===== config.mk =====
export PLATFORM = sky130hd
export DESIGN_NAME = output_fault_status_logic
export DESIGN_NICKNAME = d
export VERILOG_FILES = /design/src/design/fault_pkg.sv /design/src/design/limit_if.sv /design/src/design/alert_ctrl.sv /design/src/design/limit_compare.sv /design/src/design/output_fault_status_logic.sv
export SDC_FILE = /design/constraint.sdc
export NUM_CORES = 1
export LEC_CHECK = 0
export BUFFER_PORTS_ARGS = -buffer_cell sky130_fd_sc_hd__buf_2
export CORE_MARGIN = 5
export CORE_UTILIZATION = 32
export CTS_CLUSTER_SIZE = 24
export DETAILED_ROUTE_END_ITERATION = 10
export GPL_ROUTABILITY_DRIVEN = 0
export PLACE_DENSITY_LB_ADDON = 0.08
export SLEW_MARGIN = 40
export SYNTH_ARGS = -nofsm -noshare
export SYNTH_HDL_FRONTEND = slang
export SYNTH_SLANG_ARGS = --single-unit

===== constraint.sdc =====
create_clock -name ref_clk -period 8 [get_ports ref_clk]
set_clock_uncertainty 0.15 [all_clocks]
set_input_delay 1.6 -clock ref_clk [delete_from_list [all_inputs] [get_ports ref_clk]]
set_output_delay 1.6 -clock ref_clk [all_outputs]
set_load 0.01 [all_outputs]

===== src/design/fault_pkg.sv =====
// shared constants, command codes and bit positions of the output fault supervisor
package fault_pkg;
   typedef logic [15:0] word_t;
   typedef logic [7:0]  byte_t;

   ////////////////////////////////////////////////////////////////////////////
   // command codes seen on the management link
   localparam byte_t CMD_CLEAR      = 8'h03;
   localparam byte_t CMD_VOLT_FMT   = 8'h20;
   localparam byte_t CMD_OV_FLIM    = 8'h40;
   localparam byte_t CMD_OV_FACT    = 8'h41;
   localparam byte_t CMD_OV_WLIM    = 8'h42;
   localparam byte_t CMD_UV_WLIM    = 8'h43;
   localparam byte_t CMD_UV_FLIM    = 8'h44;
   localparam byte_t CMD_UV_FACT    = 8'h45;
   localparam byte_t CMD_OC_FLIM    = 8'h46;
   localparam byte_t CMD_OC_FACT    = 8'h47;
   localparam byte_t CMD_LV_FLIM    = 8'h48;
   localparam byte_t CMD_LV_FACT    = 8'h49;
   localparam byte_t CMD_ST_BYTE    = 8'h78;
   localparam byte_t CMD_ST_WORD    = 8'h79;
   localparam byte_t CMD_ST_VOLT    = 8'h7a;
   localparam byte_t CMD_ST_CURR    = 8'h7b;

   ////////////////////////////////////////////////////////////////////////////
   // status bit positions
   localparam int SB_VOLT_HIGH  = 5;
   localparam int SB_CURR_HIGH  = 4;
   localparam int SB_OTHER      = 0;
   localparam int SW_VOLT       = 7;
   localparam int SW_CURR       = 6;
   localparam int VS_HIGH_FAULT = 7;
   localparam int VS_HIGH_WARN  = 6;
   localparam int VS_LOW_WARN   = 5;
   localparam int VS_LOW_FAULT  = 4;
   localparam int CS_HIGH_FAULT = 7;
   localparam int CS_LOW_VOLT   = 6;

   ////////////////////////////////////////////////////////////////////////////
   // number format and action fields
   localparam int           FMT_HI     = 7;
   localparam int           FMT_LO     = 5;
   localparam logic [2:0]   FMT_SIGNED = 3'h3;
   localparam int           ACT_HI     = 7;
   localparam int           ACT_LO     = 6;
   localparam logic [1:0]   ACT_CC     = 2'h0;
   localparam logic [1:0]   ACT_LATCH  = 2'h2;
   localparam logic         CURR_SIGNED = 1'b0;

   ////////////////////////////////////////////////////////////////////////////
   // reset values
   localparam word_t LIMIT_ZERO   = 16'h0000;
   localparam word_t LIMIT_TOP    = 16'hffff;
   localparam byte_t BYTE_ZERO    = 8'h00;

   // greater-than in the format selected for the operands
   function automatic logic fmt_gt(word_t a, word_t b, logic sgn);
      if (sgn) begin
         return $signed(a) > $signed(b);
      end
      return a > b;
   endfunction : fmt_gt
endpackage : fault_pkg


===== src/design/limit_if.sv =====
// limits, measurements and crossing results between supervisor and comparator
`timescale 1ns/1ps
interface limit_if;
   import fault_pkg::*;
   logic  signed_fmt;
   word_t meas_volt;
   word_t meas_curr;
   word_t ov_fl;
   word_t ov_wl;
   word_t uv_wl;
   word_t uv_fl;
   word_t oc_fl;
   word_t lv_fl;
   logic  ov_f;
   logic  ov_w;
   logic  uv_w;
   logic  uv_f;
   logic  oc_f;
   logic  lv_below;
   modport cfg (output signed_fmt, meas_volt, meas_curr, ov_fl, ov_wl, uv_wl, uv_fl, oc_fl, lv_fl,
                input ov_f, ov_w, uv_w, uv_f, oc_f, lv_below);
   modport cmp (input signed_fmt, meas_volt, meas_curr, ov_fl, ov_wl, uv_wl, uv_fl, oc_fl, lv_fl,
                output ov_f, ov_w, uv_w, uv_f, oc_f, lv_below);
endinterface : limit_if


===== src/design/alert_ctrl.sv =====
// drives the open-drain alert line and the notification pulses
`timescale 1ns/1ps
module alert_ctrl (
   input  wire logic ref_clk,
   input  wire logic rst,
   input  wire logic fault_set,
   input  wire logic warn_set,
   input  wire logic clear,
   output logic      alert_n_o,
   output logic      alert_n_oe,
   output logic      fault_notify,
   output logic      warn_notify
);
   typedef struct packed {
      logic alert;
      logic fn;
      logic wn;
   } alert_state_t;

   alert_state_t st_r;
   alert_state_t st_nxt;

   // a new crossing in the clearing cycle keeps the line asserted
   always_comb begin
      st_nxt       = st_r;
      st_nxt.alert = (st_r.alert & ~clear) | fault_set | warn_set;
      st_nxt.fn    = fault_set;
      st_nxt.wn    = warn_set;
   end

   always_ff @(posedge ref_clk or posedge rst) begin
      if (rst) begin
         st_r <= '0;
      end else begin
         st_r <= st_nxt;
      end
   end

   // line is pulled low only while asserted
   assign alert_n_o    = 1'b0;
   assign alert_n_oe   = st_r.alert;
   assign fault_notify = st_r.fn;
   assign warn_notify  = st_r.wn;
endmodule : alert_ctrl


===== src/design/limit_compare.sv =====
// compares measured output voltage and current against the programmed limits
`timescale 1ns/1ps
module limit_compare (
   limit_if.cmp lim
);
   import fault_pkg::*;

   // voltage limits follow the selected number format
   assign lim.ov_f     = fmt_gt(lim.meas_volt, lim.ov_fl, lim.signed_fmt);
   assign lim.ov_w     = fmt_gt(lim.meas_volt, lim.ov_wl, lim.signed_fmt);
   assign lim.uv_w     = fmt_gt(lim.uv_wl, lim.meas_volt, lim.signed_fmt);
   assign lim.uv_f     = fmt_gt(lim.uv_fl, lim.meas_volt, lim.signed_fmt);
   assign lim.lv_below = fmt_gt(lim.lv_fl, lim.meas_volt, lim.signed_fmt);
   assign lim.oc_f     = fmt_gt(lim.meas_curr, lim.oc_fl, CURR_SIGNED);
endmodule : limit_compare


===== src/design/output_fault_status_logic.sv =====
// output voltage and current fault supervisor with status registers and clear command
// Summary of operation
// - clear command zeroes every status register in one cycle
// - clear releases the alert line in the same cycle as the status bits
// - clear never restarts a latched-off output; only restart request does
// - a fault still present after clear sets its bit again and notifies
// - clear is write-only with no data; reading it is refused
// - voltage limits hold two bytes in the selected number format
// - overvoltage fault sets byte, word and voltage-status bits, notifies fault
// - high voltage warning sets other, word and warning bits, notifies warning
// - low voltage warning masked until target reached and while disabled
// - low voltage warning sets other, word and warning bits, notifies warning
// - low voltage fault masked until target reached and while disabled
// - low voltage fault limit and low-volt overcurrent threshold reset to zero
// - low voltage fault sets other, word and fault bits, notifies fault
// - overcurrent limit holds a two-byte current; exceeding it is a fault
// - overcurrent fault sets byte, word and current-status bits, notifies fault
// - constant-current mode limits until voltage drops below low-volt threshold
// - low-volt overcurrent sets byte, word and its current-status bit, notifies
`timescale 1ns/1ps
module output_fault_status_logic
   import fault_pkg::*;
#(
   parameter fault_pkg::word_t OV_FAULT_RST = fault_pkg::LIMIT_TOP,
   parameter fault_pkg::word_t OV_WARN_RST  = fault_pkg::LIMIT_TOP,
   parameter fault_pkg::word_t UV_WARN_RST  = fault_pkg::LIMIT_ZERO,
   parameter fault_pkg::word_t OC_FAULT_RST = fault_pkg::LIMIT_TOP
) (
   input  wire logic             ref_clk,
   input  wire logic             rst,
   input  wire logic             cmd_valid,
   input  wire fault_pkg::byte_t cmd_code,
   input  wire logic             cmd_has_data,
   input  wire fault_pkg::word_t cmd_data,
   output logic                  cmd_err,
   input  wire logic             rd_en,
   input  wire fault_pkg::byte_t rd_cmd,
   output fault_pkg::word_t      rd_data,
   output logic                  rd_valid,
   output logic                  rd_err,
   input  wire logic             meas_valid,
   input  wire fault_pkg::word_t meas_volt,
   input  wire fault_pkg::word_t meas_curr,
   input  wire logic             out_enabled,
   input  wire logic             out_at_target,
   input  wire logic             restart_req,
   output logic                  latched_off,
   output logic                  cc_limit_active,
   output fault_pkg::byte_t      status_byte,
   output fault_pkg::word_t      status_word,
   output fault_pkg::byte_t      out_volt_status_reg,
   output fault_pkg::byte_t      out_curr_status_reg,
   output logic                  alert_n_o,
   output logic                  alert_n_oe,
   output logic                  fault_notify,
   output logic                  warn_notify
);
   import fault_pkg::*;

   typedef struct packed {
      word_t ov_fl;
      word_t ov_wl;
      word_t uv_wl;
      word_t uv_fl;
      word_t oc_fl;
      word_t lv_fl;
      byte_t ov_act;
      byte_t uv_act;
      byte_t oc_act;
      byte_t lv_act;
      byte_t vfmt;
      byte_t sbyte;
      byte_t shi;
      byte_t svolt;
      byte_t scurr;
      logic  reached;
      logic  cc;
      logic  latch;
      word_t rdata;
      logic  rvalid;
      logic  rerr;
      logic  werr;
   } main_state_t;

   localparam main_state_t ST_RST = '{ov_fl: OV_FAULT_RST, ov_wl: OV_WARN_RST,
                                      uv_wl: UV_WARN_RST, oc_fl: OC_FAULT_RST,
                                      uv_fl: LIMIT_ZERO, lv_fl: LIMIT_ZERO, default: '0};

   main_state_t st_r;
   main_state_t st_nxt;
   limit_if     lim ();

   logic  clr;
   logic  uv_open;
   logic  cc_mode;
   logic  set_ovf;
   logic  set_ovw;
   logic  set_uvw;
   logic  set_uvf;
   logic  set_ocf;
   logic  set_lvf;
   logic  fault_set;
   logic  warn_set;
   byte_t sb_set;
   byte_t shi_set;
   byte_t sv_set;
   byte_t sc_set;

   ////////////////////////////////////////////////////////////////////////////
   // comparator hookup
   assign lim.signed_fmt = (st_r.vfmt[FMT_HI:FMT_LO] == FMT_SIGNED);
   assign lim.meas_volt  = meas_volt;
   assign lim.meas_curr  = meas_curr;
   assign lim.ov_fl      = st_r.ov_fl;
   assign lim.ov_wl      = st_r.ov_wl;
   assign lim.uv_wl      = st_r.uv_wl;
   assign lim.uv_fl      = st_r.uv_fl;
   assign lim.oc_fl      = st_r.oc_fl;
   assign lim.lv_fl      = st_r.lv_fl;

   limit_compare u_cmp (
      .lim (lim)
   );

   ////////////////////////////////////////////////////////////////////////////
   // crossing detection, one decision per measurement
   assign clr      = cmd_valid && (cmd_code == CMD_CLEAR) && !cmd_has_data;
   assign uv_open  = st_r.reached && out_enabled;
   assign cc_mode  = (st_r.oc_act[ACT_HI:ACT_LO] == ACT_CC);
   assign set_ovf  = meas_valid && lim.ov_f;
   assign set_ovw  = meas_valid && lim.ov_w;
   assign set_uvw  = meas_valid && lim.uv_w && uv_open;
   assign set_uvf  = meas_valid && lim.uv_f && uv_open;
   assign set_ocf  = meas_valid && lim.oc_f;
   assign set_lvf  = set_ocf && cc_mode && lim.lv_below;
   assign fault_set = set_ovf | set_uvf | set_ocf | set_lvf;
   assign warn_set  = set_ovw | set_uvw;

   always_comb begin
      sb_set  = '0;
      shi_set = '0;
      sv_set  = '0;
      sc_set  = '0;
      sb_set[SB_VOLT_HIGH]  = set_ovf;
      sb_set[SB_OTHER]      = set_ovw | set_uvw | set_uvf;
      sb_set[SB_CURR_HIGH]  = set_ocf | set_lvf;
      shi_set[SW_VOLT]      = set_ovf | set_ovw | set_uvw | set_uvf;
      shi_set[SW_CURR]      = set_ocf | set_lvf;
      sv_set[VS_HIGH_FAULT] = set_ovf;
      sv_set[VS_HIGH_WARN]  = set_ovw;
      sv_set[VS_LOW_WARN]   = set_uvw;
      sv_set[VS_LOW_FAULT]  = set_uvf;
      sc_set[CS_HIGH_FAULT] = set_ocf;
      sc_set[CS_LOW_VOLT]   = set_lvf;
   end

   ////////////////////////////////////////////////////////////////////////////
   // next state
   always_comb begin
      st_nxt        = st_r;
      st_nxt.rvalid = 1'b0;
      st_nxt.rerr   = 1'b0;
      st_nxt.werr   = 1'b0;
      // a crossing in the clearing cycle survives the clear
      st_nxt.sbyte = (clr ? BYTE_ZERO : st_r.sbyte) | sb_set;
      st_nxt.shi   = (clr ? BYTE_ZERO : st_r.shi)   | shi_set;
      st_nxt.svolt = (clr ? BYTE_ZERO : st_r.svolt) | sv_set;
      st_nxt.scurr = (clr ? BYTE_ZERO : st_r.scurr) | sc_set;
      // armed only once the output has come up, dropped whenever disabled
      st_nxt.reached = out_enabled && (st_r.reached || out_at_target);
      if (meas_valid) begin
         st_nxt.cc = set_ocf && cc_mode && !lim.lv_below;
      end
      // latch is independent of clr on purpose
      st_nxt.latch = (st_r.latch && !restart_req) ||
                     (set_ovf && st_r.ov_act[ACT_HI:ACT_LO] == ACT_LATCH) ||
                     (set_uvf && st_r.uv_act[ACT_HI:ACT_LO] == ACT_LATCH) ||
                     (set_ocf && !cc_mode && st_r.oc_act[ACT_HI:ACT_LO] == ACT_LATCH) ||
                     (set_lvf && st_r.lv_act[ACT_HI:ACT_LO] == ACT_LATCH);
      if (cmd_valid && cmd_has_data) begin
         case (cmd_code)
            CMD_VOLT_FMT: st_nxt.vfmt   = cmd_data[7:0];
            CMD_OV_FLIM:  st_nxt.ov_fl  = cmd_data;
            CMD_OV_FACT:  st_nxt.ov_act = cmd_data[7:0];
            CMD_OV_WLIM:  st_nxt.ov_wl  = cmd_data;
            CMD_UV_WLIM:  st_nxt.uv_wl  = cmd_data;
            CMD_UV_FLIM:  st_nxt.uv_fl  = cmd_data;
            CMD_UV_FACT:  st_nxt.uv_act = cmd_data[7:0];
            CMD_OC_FLIM:  st_nxt.oc_fl  = cmd_data;
            CMD_OC_FACT:  st_nxt.oc_act = cmd_data[7:0];
            CMD_LV_FLIM:  st_nxt.lv_fl  = cmd_data;
            CMD_LV_FACT:  st_nxt.lv_act = cmd_data[7:0];
            default:      st_nxt.werr   = 1'b1;
         endcase
      end else if (cmd_valid && !clr) begin
         st_nxt.werr = 1'b1;
      end
      if (rd_en) begin
         st_nxt.rvalid = 1'b1;
         case (rd_cmd)
            CMD_VOLT_FMT: st_nxt.rdata = word_t'(st_r.vfmt);
            CMD_OV_FLIM:  st_nxt.rdata = st_r.ov_fl;
            CMD_OV_FACT:  st_nxt.rdata = word_t'(st_r.ov_act);
            CMD_OV_WLIM:  st_nxt.rdata = st_r.ov_wl;
            CMD_UV_WLIM:  st_nxt.rdata = st_r.uv_wl;
            CMD_UV_FLIM:  st_nxt.rdata = st_r.uv_fl;
            CMD_UV_FACT:  st_nxt.rdata = word_t'(st_r.uv_act);
            CMD_OC_FLIM:  st_nxt.rdata = st_r.oc_fl;
            CMD_OC_FACT:  st_nxt.rdata = word_t'(st_r.oc_act);
            CMD_LV_FLIM:  st_nxt.rdata = st_r.lv_fl;
            CMD_LV_FACT:  st_nxt.rdata = word_t'(st_r.lv_act);
            CMD_ST_BYTE:  st_nxt.rdata = word_t'(st_r.sbyte);
            CMD_ST_WORD:  st_nxt.rdata = {st_r.shi, st_r.sbyte};
            CMD_ST_VOLT:  st_nxt.rdata = word_t'(st_r.svolt);
            CMD_ST_CURR:  st_nxt.rdata = word_t'(st_r.scurr);
            default: begin
               // includes the clear code, which has nothing to read
               st_nxt.rdata  = LIMIT_ZERO;
               st_nxt.rvalid = 1'b0;
               st_nxt.rerr   = 1'b1;
            end
         endcase
      end
   end

   always_ff @(posedge ref_clk or posedge rst) begin
      if (rst) begin
         st_r <= ST_RST;
      end else begin
         st_r <= st_nxt;
      end
   end

   ////////////////////////////////////////////////////////////////////////////
   // alert line and notifications
   alert_ctrl u_alert (
      .ref_clk      (ref_clk),
      .rst          (rst),
      .fault_set    (fault_set),
      .warn_set     (warn_set),
      .clear        (clr),
      .alert_n_o    (alert_n_o),
      .alert_n_oe   (alert_n_oe),
      .fault_notify (fault_notify),
      .warn_notify  (warn_notify)
   );

   assign status_byte         = st_r.sbyte;
   assign status_word         = {st_r.shi, st_r.sbyte};
   assign out_volt_status_reg = st_r.svolt;
   assign out_curr_status_reg = st_r.scurr;
   assign latched_off         = st_r.latch;
   assign cc_limit_active     = st_r.cc;
   assign rd_data             = st_r.rdata;
   assign rd_valid            = st_r.rvalid;
   assign rd_err              = st_r.rerr;
   assign cmd_err             = st_r.werr;
endmodule : output_fault_status_logic


After elaboration in Yosys (flattened, before gate mapping)
Cells that the tools add are included.
{ "totals": {"input_bits": 73, "reg_bits": 193} }
{ "op_classes": {"muxes": 21, "order_cmp": 11, "n_eq_ne": 32, "reduce_logical": 46, "n_bitwise": 17} }
{ "ops": {"columns": ["cell", "count"], "rows": [
  ["$pmux 16 s15", 1],
  ["$eq 8x7->1 const B", 24],
  ["$gt 16x16->1", 11],
  ["$mux 8", 4],
  ["$or 8x8->8", 3],
  ["$logic_and 1x1->1", 22],
  ["$reduce_and 2->1", 11],
  ["$eq 8x6->1 const B", 2],
  ["$reduce_or 15->1", 1],
  ["$mux 1", 14],
  ["$or 1x1->1", 11],
  ["$reduce_or 11->1", 1],
  ["$eq 2x2->1 const B", 4],
  ["$eq 8x2->1 const B", 1],
  ["$or 8x6->8", 1],
  ["$logic_not 1->1", 5],
  ["$logic_or 1x1->1", 5],
  ["$mux 2", 2],
  ["$eq 3x2->1 const B", 1],
  ["$logic_not 2->1", 1],
  ["$and 1x1->1", 1],
  ["$not 1->1", 1]
]} }

Logic depth before layout (Yosys ltp)
Gate-level depths: netlist (run 1).
{ "logic_depth": {"ltp_word": 10, "depth_mapped": 9} }

By module
From an unflattened synthesis (run 1), not the netlist that was laid out.
{ "unflattened": {"hier_cells": 999, "hier_area_um2": 11036.8} }
{ "by_module_without_submodules": {"columns": ["module", "area_each_um2", "cells_per_inst", "seq_area_each_um2", "instances"], "rows": [
  ["output_fault_status_logic", 8496.9, 685, 4289.1, 1],
  ["limit_compare", 2437.3, 305, 0.0, 1],
  ["alert_ctrl", 102.6, 9, 75.1, 1]
]} }

Least setup slack after synthesis (run 1)
Ideal clock, no wire load.
{ "synth_path": {"kind": "input -> register", "from": "input port meas_volt[5]", "to": "register st_r (netlist bit latched_off)", "slack_ps": 4360, "path_buffers": 0, "setup_time_ps": 137, "path_stages": 9, "arrival_ps": 3353, "required_time_ps": 7713, "path_cell_list": "inv_1 > ha_1 > a21oi_1 > o21a_1 > nor3_1 > a2111o_1 > or4b_1 > a31oi_1 > o2111ai_1"} }
{ "synth_rtl": {"columns": ["element", "line", "rtl"], "rows": [
  ["start: declaration", "output_fault_status_logic.sv:42", "input wire fault_pkg::word_t meas_volt,"],
  ["end signal: assignment", "output_fault_status_logic.sv:230", "st_r <= st_nxt;"],
  ["end: declaration", "output_fault_status_logic.sv:89", "main_state_t st_r;"]
]} }

==> flow_summary.toml, run 1 <==
[sta]
rsz0062_at_grt = "no"
min_period_ps = 4180
fin_crit_sh_pct = 52.2
tns_ps = 0
timing.slew.headroom_pct = 45.8
whs_ps = 348
worst_pin_slew_ps = 810
finalSetupViolCount = 0
drv_slew = 0
setup_ws_ps = 3820
hold_viol = 0
max_clock_freq_mhz = 239

[critical_path]
rrSetupSlack_ps = 4530
path_cells = "buf_2 > ha_1 > nand4_1 > or4_1 > a21oi_1 > or4_1 > xnor2_1 > o211ai_2 > nand4_1"
worstReg2RegEnd = "u_alert.alert_n_oe$_DFF_PP0_"
crit_arrival_ps = 4310
worstSetupStartpoint = "meas_volt[15]"
required_ps = 8130
critPathLaunchType = "primary input"
reg2reg_from = "lim.ov_wl[15]$_DFFE_PP1P_"
cp.depth = 9
cp_max_fo = 5
crit_type = "in -> reg"
path_buf_inv = 1
reg2regPathDepth = 9
max_stage_delay_ps = 690
crit_family = "simple AND/OR/NAND/NOR gates"
slowest_stage = "or4_1"
endpoint_kind = "register"

[global_routing]
grt_overflow = 0
grt_start_max_net_pins = 69
grt_util_all_layers_pct = 20.1
grt_pass1_wl_microns = 54400
grt_pass1_vias = 8078
antenna_found_initial = 2

[layout]
largest-register = "st_r"
largest_reg_flops = 41
nets = 1251
diodes = 0
syn2layout_area_growth_pct = 12.0
drive_above_1_share_pct = 31.5

[synth]
ys_types = 73
syn_area_sq_um = 10600
avgSynthCellArea_sq_um = 10.5
yosysSeqAreaShare_pct = 41.1
netlist.area_leader.share_pct = 29.2
yosys_warnings = 0
synth_edf_count = 0
synth_area_leaders = "dfrtp_1 (29%), mux2_2 (13%), dfstp_2 (12%)"
ys_ff_latch = 172
ys_async_sr_fraction_pct = 100
yosys.area.top_type = "dfrtp_1"
synthFlopType = "dfrtp_1"
syn_inst = 1013

[die]
die_w_microns = 192
num_io_pins = 138
die-area_sq_um = 37000
coreArea_sq_um = 32700
fp.dieH_microns = 192
initial_core_util_pct = 32.5
num_rows = 66

[power_and_ir_drop]
total_leakage_power_nw = 5.59
powerDensity_nw_per_um2 = 170
irDropWorstVdd_mv = 0.152

[clock_network]
clock_latency_ps = 450
cts_tree = "done"
cts_made_buffers = 17
h-tree-depth = 4
cts.path.max_buffers = 2
post_cts_buffers = 0
post_cts_resized = 0
clock_sinks = 172
clkSlewWorstSetupHoldPaths_ps = 70
cts-root-buf = "clkbuf_16"
hold_buffers = 0

[route]
firstDrtPassIters = 5
via_per_inst = 5.16
routedWlPerCell_microns = 24.1
drtAntennaViolNets = 0
drt_wl_total_microns = 37000
vias = 7927
drc = 0
drt-initial-drc-count = 437

[placement]
port_buffers = 110
dpl.hpwl_microns = 28300
dpl_worst_slack_ps = 3430

[min_path]
hold_path_depth = 1
min_from = "rd_data[13]$_DFFE_PP0P_"
hold_class = "reg -> reg"
whs_endpoint = "rd_data[13]$_DFFE_PP0P_"

[job]
timing.max_cap.violations = 0

[outcome]
status = "complete, no violations"
-- worst max-delay path by stage --
stage	endpoint	slack, ps
floorplan	cc_limit_active$_DFFE_PP0P_	1670
global placement	rd_data[5]$_DFFE_PP0P_	3450
detailed placement	u_alert.alert_n_oe$_DFF_PP0_	3430
CTS	u_alert.alert_n_oe$_DFF_PP0_	3920
global route	status_word[15]$_DFF_PP0_	3780
finish	u_alert.alert_n_oe$_DFF_PP0_	3820
-- layout make-up --
cell class	instances	area [sq um]
Clock buffer	21	472
Clock inverter	11	86.3
Fill cell	3347	20800
Inverter	71	272
Multi-Input combinational cell	696	5490
Sequential cell	172	4360
Tap cell	442	553
Timing Repair Buffer	124	667
-- worst reg2reg max path: stages (launching register included) --
cell and delay [ps]:
dfstp_2 540, inv_1 50, ha_1 370, nand4_1 350, or4_1 690, a21oi_1 390
or4_1 220, xnor2_1 80, o211ai_2 330, nand4_1 150
-- power breakdown --
part	internal [mW]	switching (mW)	total, mW
registers	0.914	0.0350	0.949
logic	0.0939	0.162	0.255
clock network	0.428	0.392	0.821
total	1.44	0.589	2.02
-- layer usage --
layer / vias to the layer above / wire [microns] / global-route usage [%]
met5: - / 21 / 0
met4: 4 / 507 / 4.47
met3: 32 / 1670 / 3.31
met2: 189 / 18300 / 34.4
met1: 3961 / 16500 / 26.9
li1: 3741 / - / -
-- per-stage QoR --
step	area, sq um	util (%)	power [mW]	cells
final	11900	36.4	2.02	1537
after floorplan	10700	-	1.13	1039
after global placement	11300	34.6	1.22	1502
after detailed placement	11300	34.7	1.22	1505
after CTS	11900	36.4	2.05	1537
after global routing	11900	36.4	2.11	1537
-- cells in the mapped netlist, types with 5 or more instances --
cell type / n
o21a_1: 6
nand2_1: 69
a21oi_1: 53
o22ai_1: 5
inv_1: 71
clkbuf_1: 27
ha_1: 96
nand4_1: 17
a21o_1: 14
dfstp_2: 48
nand3_1: 26
o31ai_1: 5
mux2_2: 124
nor3_1: 5
nor2_1: 42
dfrtp_1: 124
buf_4: 59
a221oi_1: 7
buf_2: 12
nand3b_1: 6
o21ai_0: 39
mux2i_1: 13
or4_1: 5
nor2b_1: 10
a22oi_1: 28
nand2b_1: 6
a31oi_1: 15
-- logic make-up after synthesis --
group           count (synthesis)  share of synthesized area [%]
compound gates                211                           13.0
xor+xnor                        2                          0.165
fa+ha+maj                      96                           11.3
buf+inv                       171                           8.34
flops                         172                           41.1
mux                           138                           14.6
other cells                     1                         0.0353
simple gates                  222                           11.5
-- cell usage in the layout, fill, tap and decap left out, types with 7 or more instances in the layout --
master	n
a22oi_1	28
inv_1	70
nand3_1	26
nor2b_1	10
nor2_1	40
dfrtp_1	124
conb_1	27
o21ai_0	39
ha_1	96
mux2i_1	13
buf_2	110
a21o_1	14
a21oi_1	53
mux2_2	124
clkbuf_16	18
nand4_1	17
buf_4	11
a31oi_1	15
dfstp_2	48
a221oi_1	7
nand2_1	67
No activity file was read; power rests on OpenSTA's default activity.
==> run 2: changes to the inputs <==
Settings changed: ABC_AREA set to 1.
Clock period 8 ns to 4.4 ns, I/O delays scaled along.
==> flow_summary.toml, run 2 <==
[layout]
regArea_sq_um = 4360
fin_util_pct = 36.7
diodes = 0
multi_input_area_sq_um = 5170
layout_commonest_cell = "nand2_1"
largest_reg_flops = 41
layout_common_cells = "nand2_1 (398), inv_1 (146), o21ai_0 (142)"
fillers = 3517
stdcell_count = 1887
largest-register = "st_r"
syn2layout_area_growth_pct = 12.7
drive_above_1_share_pct = 16.7
nets = 1601
final_area_sq_um = 12000

[global_routing]
grtUsageMet1_pct = 28.3
grt_pass1_wl_microns = 54200
grt_overflow = 0
use_met2_pct = 32.2
grt_pass1_vias = 8654
grt_util_all_layers_pct = 19.8
top_usage_layer = "met2"
grt_start_max_net_pins = 91
antenna_found_initial = 1
grt_use_met3_pct = 2.60

[sta]
rsz0062_at_grt = "no"
finalSetupViolCount = 0
tns_ps = 0
whs_ps = 323
hold_viol = 0
max_clock_freq_mhz = 368
timing.slew.headroom_pct = 50.2
setup_ws_ps = 1690
fin_crit_sh_pct = 61.7
min_period_ps = 2710
drv_slew = 0
worst_pin_slew_ps = 735

[synth]
synthFlopType = "dfrtp_1"
ys_async_sr_fraction_pct = 100
syn_inst = 1361
post-synth-top-count-cell = "nand2_1"
netlist.area_leader.share_pct = 29.2
ys_types = 40
ys_top_cells_by_count = "nand2_1 (398), inv_1 (147), o21ai_0 (142)"
synth_area_leaders = "dfrtp_1 (29%), nand2_1 (14%), dfstp_2 (12%)"
synth_edf_count = 0
syn_area_sq_um = 10600
yosysSeqAreaShare_pct = 41.1
ys_ff_latch = 172
yosys_warnings = 0
avgSynthCellArea_sq_um = 7.80
yosys.area.top_type = "dfrtp_1"

[clock_network]
post_cts_resized = 0
cts_tree = "done"
cts.path.max_buffers = 2
cts-root-buf = "clkbuf_16"
post_cts_buffers = 0
hold_buffers = 0
clkSlewWorstSetupHoldPaths_ps = 70
clock_latency_ps = 460
cts_made_buffers = 17
h-tree-depth = 4
clock_sinks = 172

[min_path]
whs_endpoint = "lim.oc_fl[13]$_DFFE_PP1P_"
min_from = "lim.oc_fl[13]$_DFFE_PP1P_"
hold_class = "reg -> reg"
hold_path_depth = 2

[route]
drt_wl_total_microns = 36000
via_per_inst = 4.72
firstDrtPassIters = 5
drc = 0
drt-initial-drc-count = 542
vias = 8916
routedWlPerCell_microns = 19.1
drtAntennaViolNets = 0

[critical_path]
reg2reg_from = "lim.ov_fl[7]$_DFFE_PP1P_"
worstReg2RegEnd = "status_word[15]$_DFF_PP0_"
cp_max_fo = 20
critPathLaunchType = "primary input"
reg2regPathDepth = 11
required_ps = 4640
endpoint_kind = "register"
rrSetupSlack_ps = 1800
crit_type = "in -> reg"
crit_arrival_ps = 2950

[outcome]
status = "complete, no violations"

[placement]
dpl_worst_slack_ps = 1240
port_buffers = 110
dpl.hpwl_microns = 27700
placed_cells = 1855
placed_cell_area_sq_um = 11400

[die]
num_io_pins = 138
num_rows = 66
die_w_microns = 192
die-area_sq_um = 36900
initial_core_util_pct = 32.5
coreArea_sq_um = 32600
fp.dieH_microns = 192

[job]
timing.max_cap.violations = 0

[power_and_ir_drop]
total_leakage_power_nw = 5.78
total_power_mw = 3.61
irDropWorstVdd_mv = 0.269
powerDensity_nw_per_um2 = 302
## run 2: cell types whose count changed after synthesis, sizes merged, moves of 6 or more
| cell | delta |
|---|---|
| nand2 | +332 |
| mux2i | -13 |
| a221oi | -7 |
| nand2b | -6 |
| nor3 | +13 |
| o21ai | +137 |
| nand3 | +39 |
| inv | +83 |
| a21o | -12 |
| a22oi | -27 |
| mux2 | -124 |
| nor2 | +29 |
| a31oi | -12 |
| nor2b | -10 |
## run 2: area by class of cell
type / instances / area share (%)
clock buffer: 17 / 3.56
timing repair buffer: 124 / 5.79
clock inverter: 15 / 1.43
sequential: 172 / 36.5
multi-input combinational: 962 / 43.2
inverter: 155 / 4.90
tap: 442 / 4.62
## run 2: worst max path at each step
stage               startpoint  cells after the start                     endpoint
floorplan                  rst                      1  cc_limit_active$_DFFE_PP0P_
global placement     rd_cmd[5]                     12       rd_data[0]$_DFFE_PP0P_
detailed placement   rd_cmd[5]                     13       rd_data[3]$_DFFE_PP0P_
CTS                  rd_cmd[5]                     13       rd_data[3]$_DFFE_PP0P_
global route         rd_cmd[7]                     15       rd_data[1]$_DFFE_PP0P_
finish               rd_cmd[5]                     13      rd_data[15]$_DFFE_PP0P_
## run 2: power breakdown
group	switching (mW)	internal (mW)
clock network	0.755	0.814
registers	0.0345	1.63
logic	0.255	0.120
## run 2: critical path: stages
cell,delay (ps)
buf_2,110
nor2_1,180
nand2_4,110
inv_2,280
buf_4,330
nand3_1,190
inv_2,390
nand2_1,90
o21ai_0,90
a21oi_1,70
o211ai_1,80
nand2_1,80
nand2_1,70
## run 2: metal layers
metal	wire [microns]	vias up	part of all wire (%)
li1	-	4507	-
met1	17800	4205	49
met2	16600	181	46
met3	1320	23	3.7
met4	337	0	0.94
met5	0	-	0
## run 2: logic make-up (layout without fill, tap and decap cells)
logic type	after synthesis	after routing	synth area share [%]
compound gates	264	264	13.5
other cells	1	27	0.0353
simple gates	575	575	22.8
fa+ha+maj	96	96	11.3
flops	172	172	41.1
buf+inv	253	311	11.2
==> run 3: changes to the inputs <==
Settings changed: ABC_AREA 1 to 0.
Clock period 4.4 ns to 2.6 ns, I/O delays scaled along.
==> flow_summary.toml, run 3 (synthesis results as in run 1) <==
[route]
firstDrtPassIters = 5
via_per_inst = 5.03
drtAntennaViolNets = 0
drt_wl_total_microns = 37700
drc = 0
routedWlPerCell_microns = 22.4
vias = 8453
drt-initial-drc-count = 448

[clock_network]
clkSlewWorstSetupHoldPaths_ps = 70
cts-root-buf = "clkbuf_16"
cts_made_buffers = 17
hold_buffers = 0
cts_tree = "done"
clock_sinks = 172
h-tree-depth = 4
clock_latency_ps = 440
cts.path.max_buffers = 2

[sta]
drv_slew = 0
setup_ws_ps = -102
fin_crit_sh_pct = 104
finalSetupViolCount = 9
rsz0062_at_grt = "yes"
max_clock_freq_mhz = 370
min_period_ps = 2700
whs_ps = 131
timing.slew.headroom_pct = 44.5
hold_viol = 0
worst_pin_slew_ps = 827

[die]
fp.dieH_microns = 192
die-area_sq_um = 37000
num_io_pins = 138
initial_core_util_pct = 32.5
num_rows = 66
coreArea_sq_um = 32700
die_w_microns = 192

[power_and_ir_drop]
irDropWorstVdd_mv = 0.465
total_power_mw = 6.52
total_leakage_power_nw = 6.43
powerDensity_nw_per_um2 = 481

[critical_path]
path_cells = "inv_1 > ha_1 > a21oi_1 > o21a_1 > nor3_1 > or4_4 > or3b_4 > o211ai_4 > nand4_1"
slowest_stage = "dfstp_2"
crit_type = "reg -> reg"
worstSetupStartpoint = "lim.ov_wl[5]$_DFFE_PP1P_"
crit_arrival_ps = 2840
endpoint_kind = "register"
required_ps = 2740
critPathLaunchType = "register"
cp_max_fo = 5
max_stage_delay_ps = 530
rrSetupSlack_ps = -100
reg2reg_from = "lim.ov_wl[5]$_DFFE_PP1P_"
crit_family = "simple AND/OR/NAND/NOR gates"
path_buf_inv = 1

[layout]
layout_commonest_cell = "buf_4"
final_area_sq_um = 13600
stdcell_count = 1681
largest-register = "st_r"
diodes = 0
drive_above_1_share_pct = 43.7
largest_reg_flops = 41
nets = 1395
syn2layout_area_growth_pct = 27.6
layout_common_cells = "buf_4 (145), dfrtp_1 (124), mux2_2 (123)"

[placement]
dpl.hpwl_microns = 29700
placed_cells = 1648
placed_cell_area_sq_um = 12500
port_buffers = 110
dpl_worst_slack_ps = -745

[global_routing]
grt_overflow = 0
grt_pass1_vias = 8600
grt_start_max_net_pins = 67
antenna_found_initial = 0
grt_pass1_wl_microns = 55500
grt_util_all_layers_pct = 20.5

[job]
timing.max_cap.violations = 0

[min_path]
min_from = "out_at_target"
hold_class = "in -> reg"

[outcome]
status = "complete, but fails checks"
violations = "negative setup slack"
[run 3: cell count changes in the layout (fill, tap and decap cells not counted), sizes merged, moves of 13 or more]
cell,previous run,this run
nand2,401,69
buf,124,268
o21ai,178,41
mux2,0,124
inv,162,73
nand3,65,26
nor2,72,43
a22oi,1,28
mux2i,0,13
nor3,19,6
[run 3: layout make-up]
cell class / instances / area (sq um)
inverters: 71 / 270
clock buffers: 23 / 468
clock inverters: 9 / 111
fillers: 3262 / 19100
well taps: 442 / 553
flip-flops and latches: 172 / 4360
multi-input cells: 696 / 5910
repair buffers: 268 / 1890
[run 3: final timing paths]
check	end	depth (start not counted)
setup / recovery	u_alert.alert_n_oe$_DFF_PP0_	9
hold / removal	st_r[21]$_DFF_PP0_	2
setup reg to reg	u_alert.alert_n_oe$_DFF_PP0_	9
hold reg to reg	rd_data[13]$_DFFE_PP0P_	1
max in group asynchronous	lim.ov_fl[14]$_DFFE_PP1P_	3
min in group asynchronous	lim.oc_fl[0]$_DFFE_PP1P_	2
[run 3: where the power goes]
group	switching, mW	internal, mW
Sequential	0.0995	2.81
Clock	1.14	1.47
Combinational	0.561	0.430
[run 3: stage by stage]
stage | setup TNS [ps] | util, %
2_1_floorplan | -28210 | -
3_3_place_gp | -8190 | 38.4
3_5_place_dp | -8060 | 38.4
4_1_cts | -341 | 41.2
5_1_grt | -867 | 41.5
6_report | -397 | 41.5
[run 3: what timing repair did]
action	4_1_cts	5_1_grt
buffers inserted	1	0
setup endpoints to repair	15	13
pin swaps	21	8
gates resized for setup	54	19
[run 3: worst register-to-register path: cells and delay by family, from the launching register on]
kind / cells / cell delay, ps
buffers and inverters: 1 / 40
adder cells (fa/ha/maj): 1 / 300
AO/OA/AOI/OAI: 3 / 490
flip-flops: 1 / 530
AND/OR/NAND/NOR: 4 / 1060
[run 3: layer usage]
layer / up-vias / track usage [%] / wire [microns]
met5: - / 0 / 0
met4: 0 / 4.20 / 523
met3: 32 / 3.62 / 1730
met2: 197 / 34.5 / 18500
met1: 4193 / 27.9 / 16900
li1: 4031 / - / -
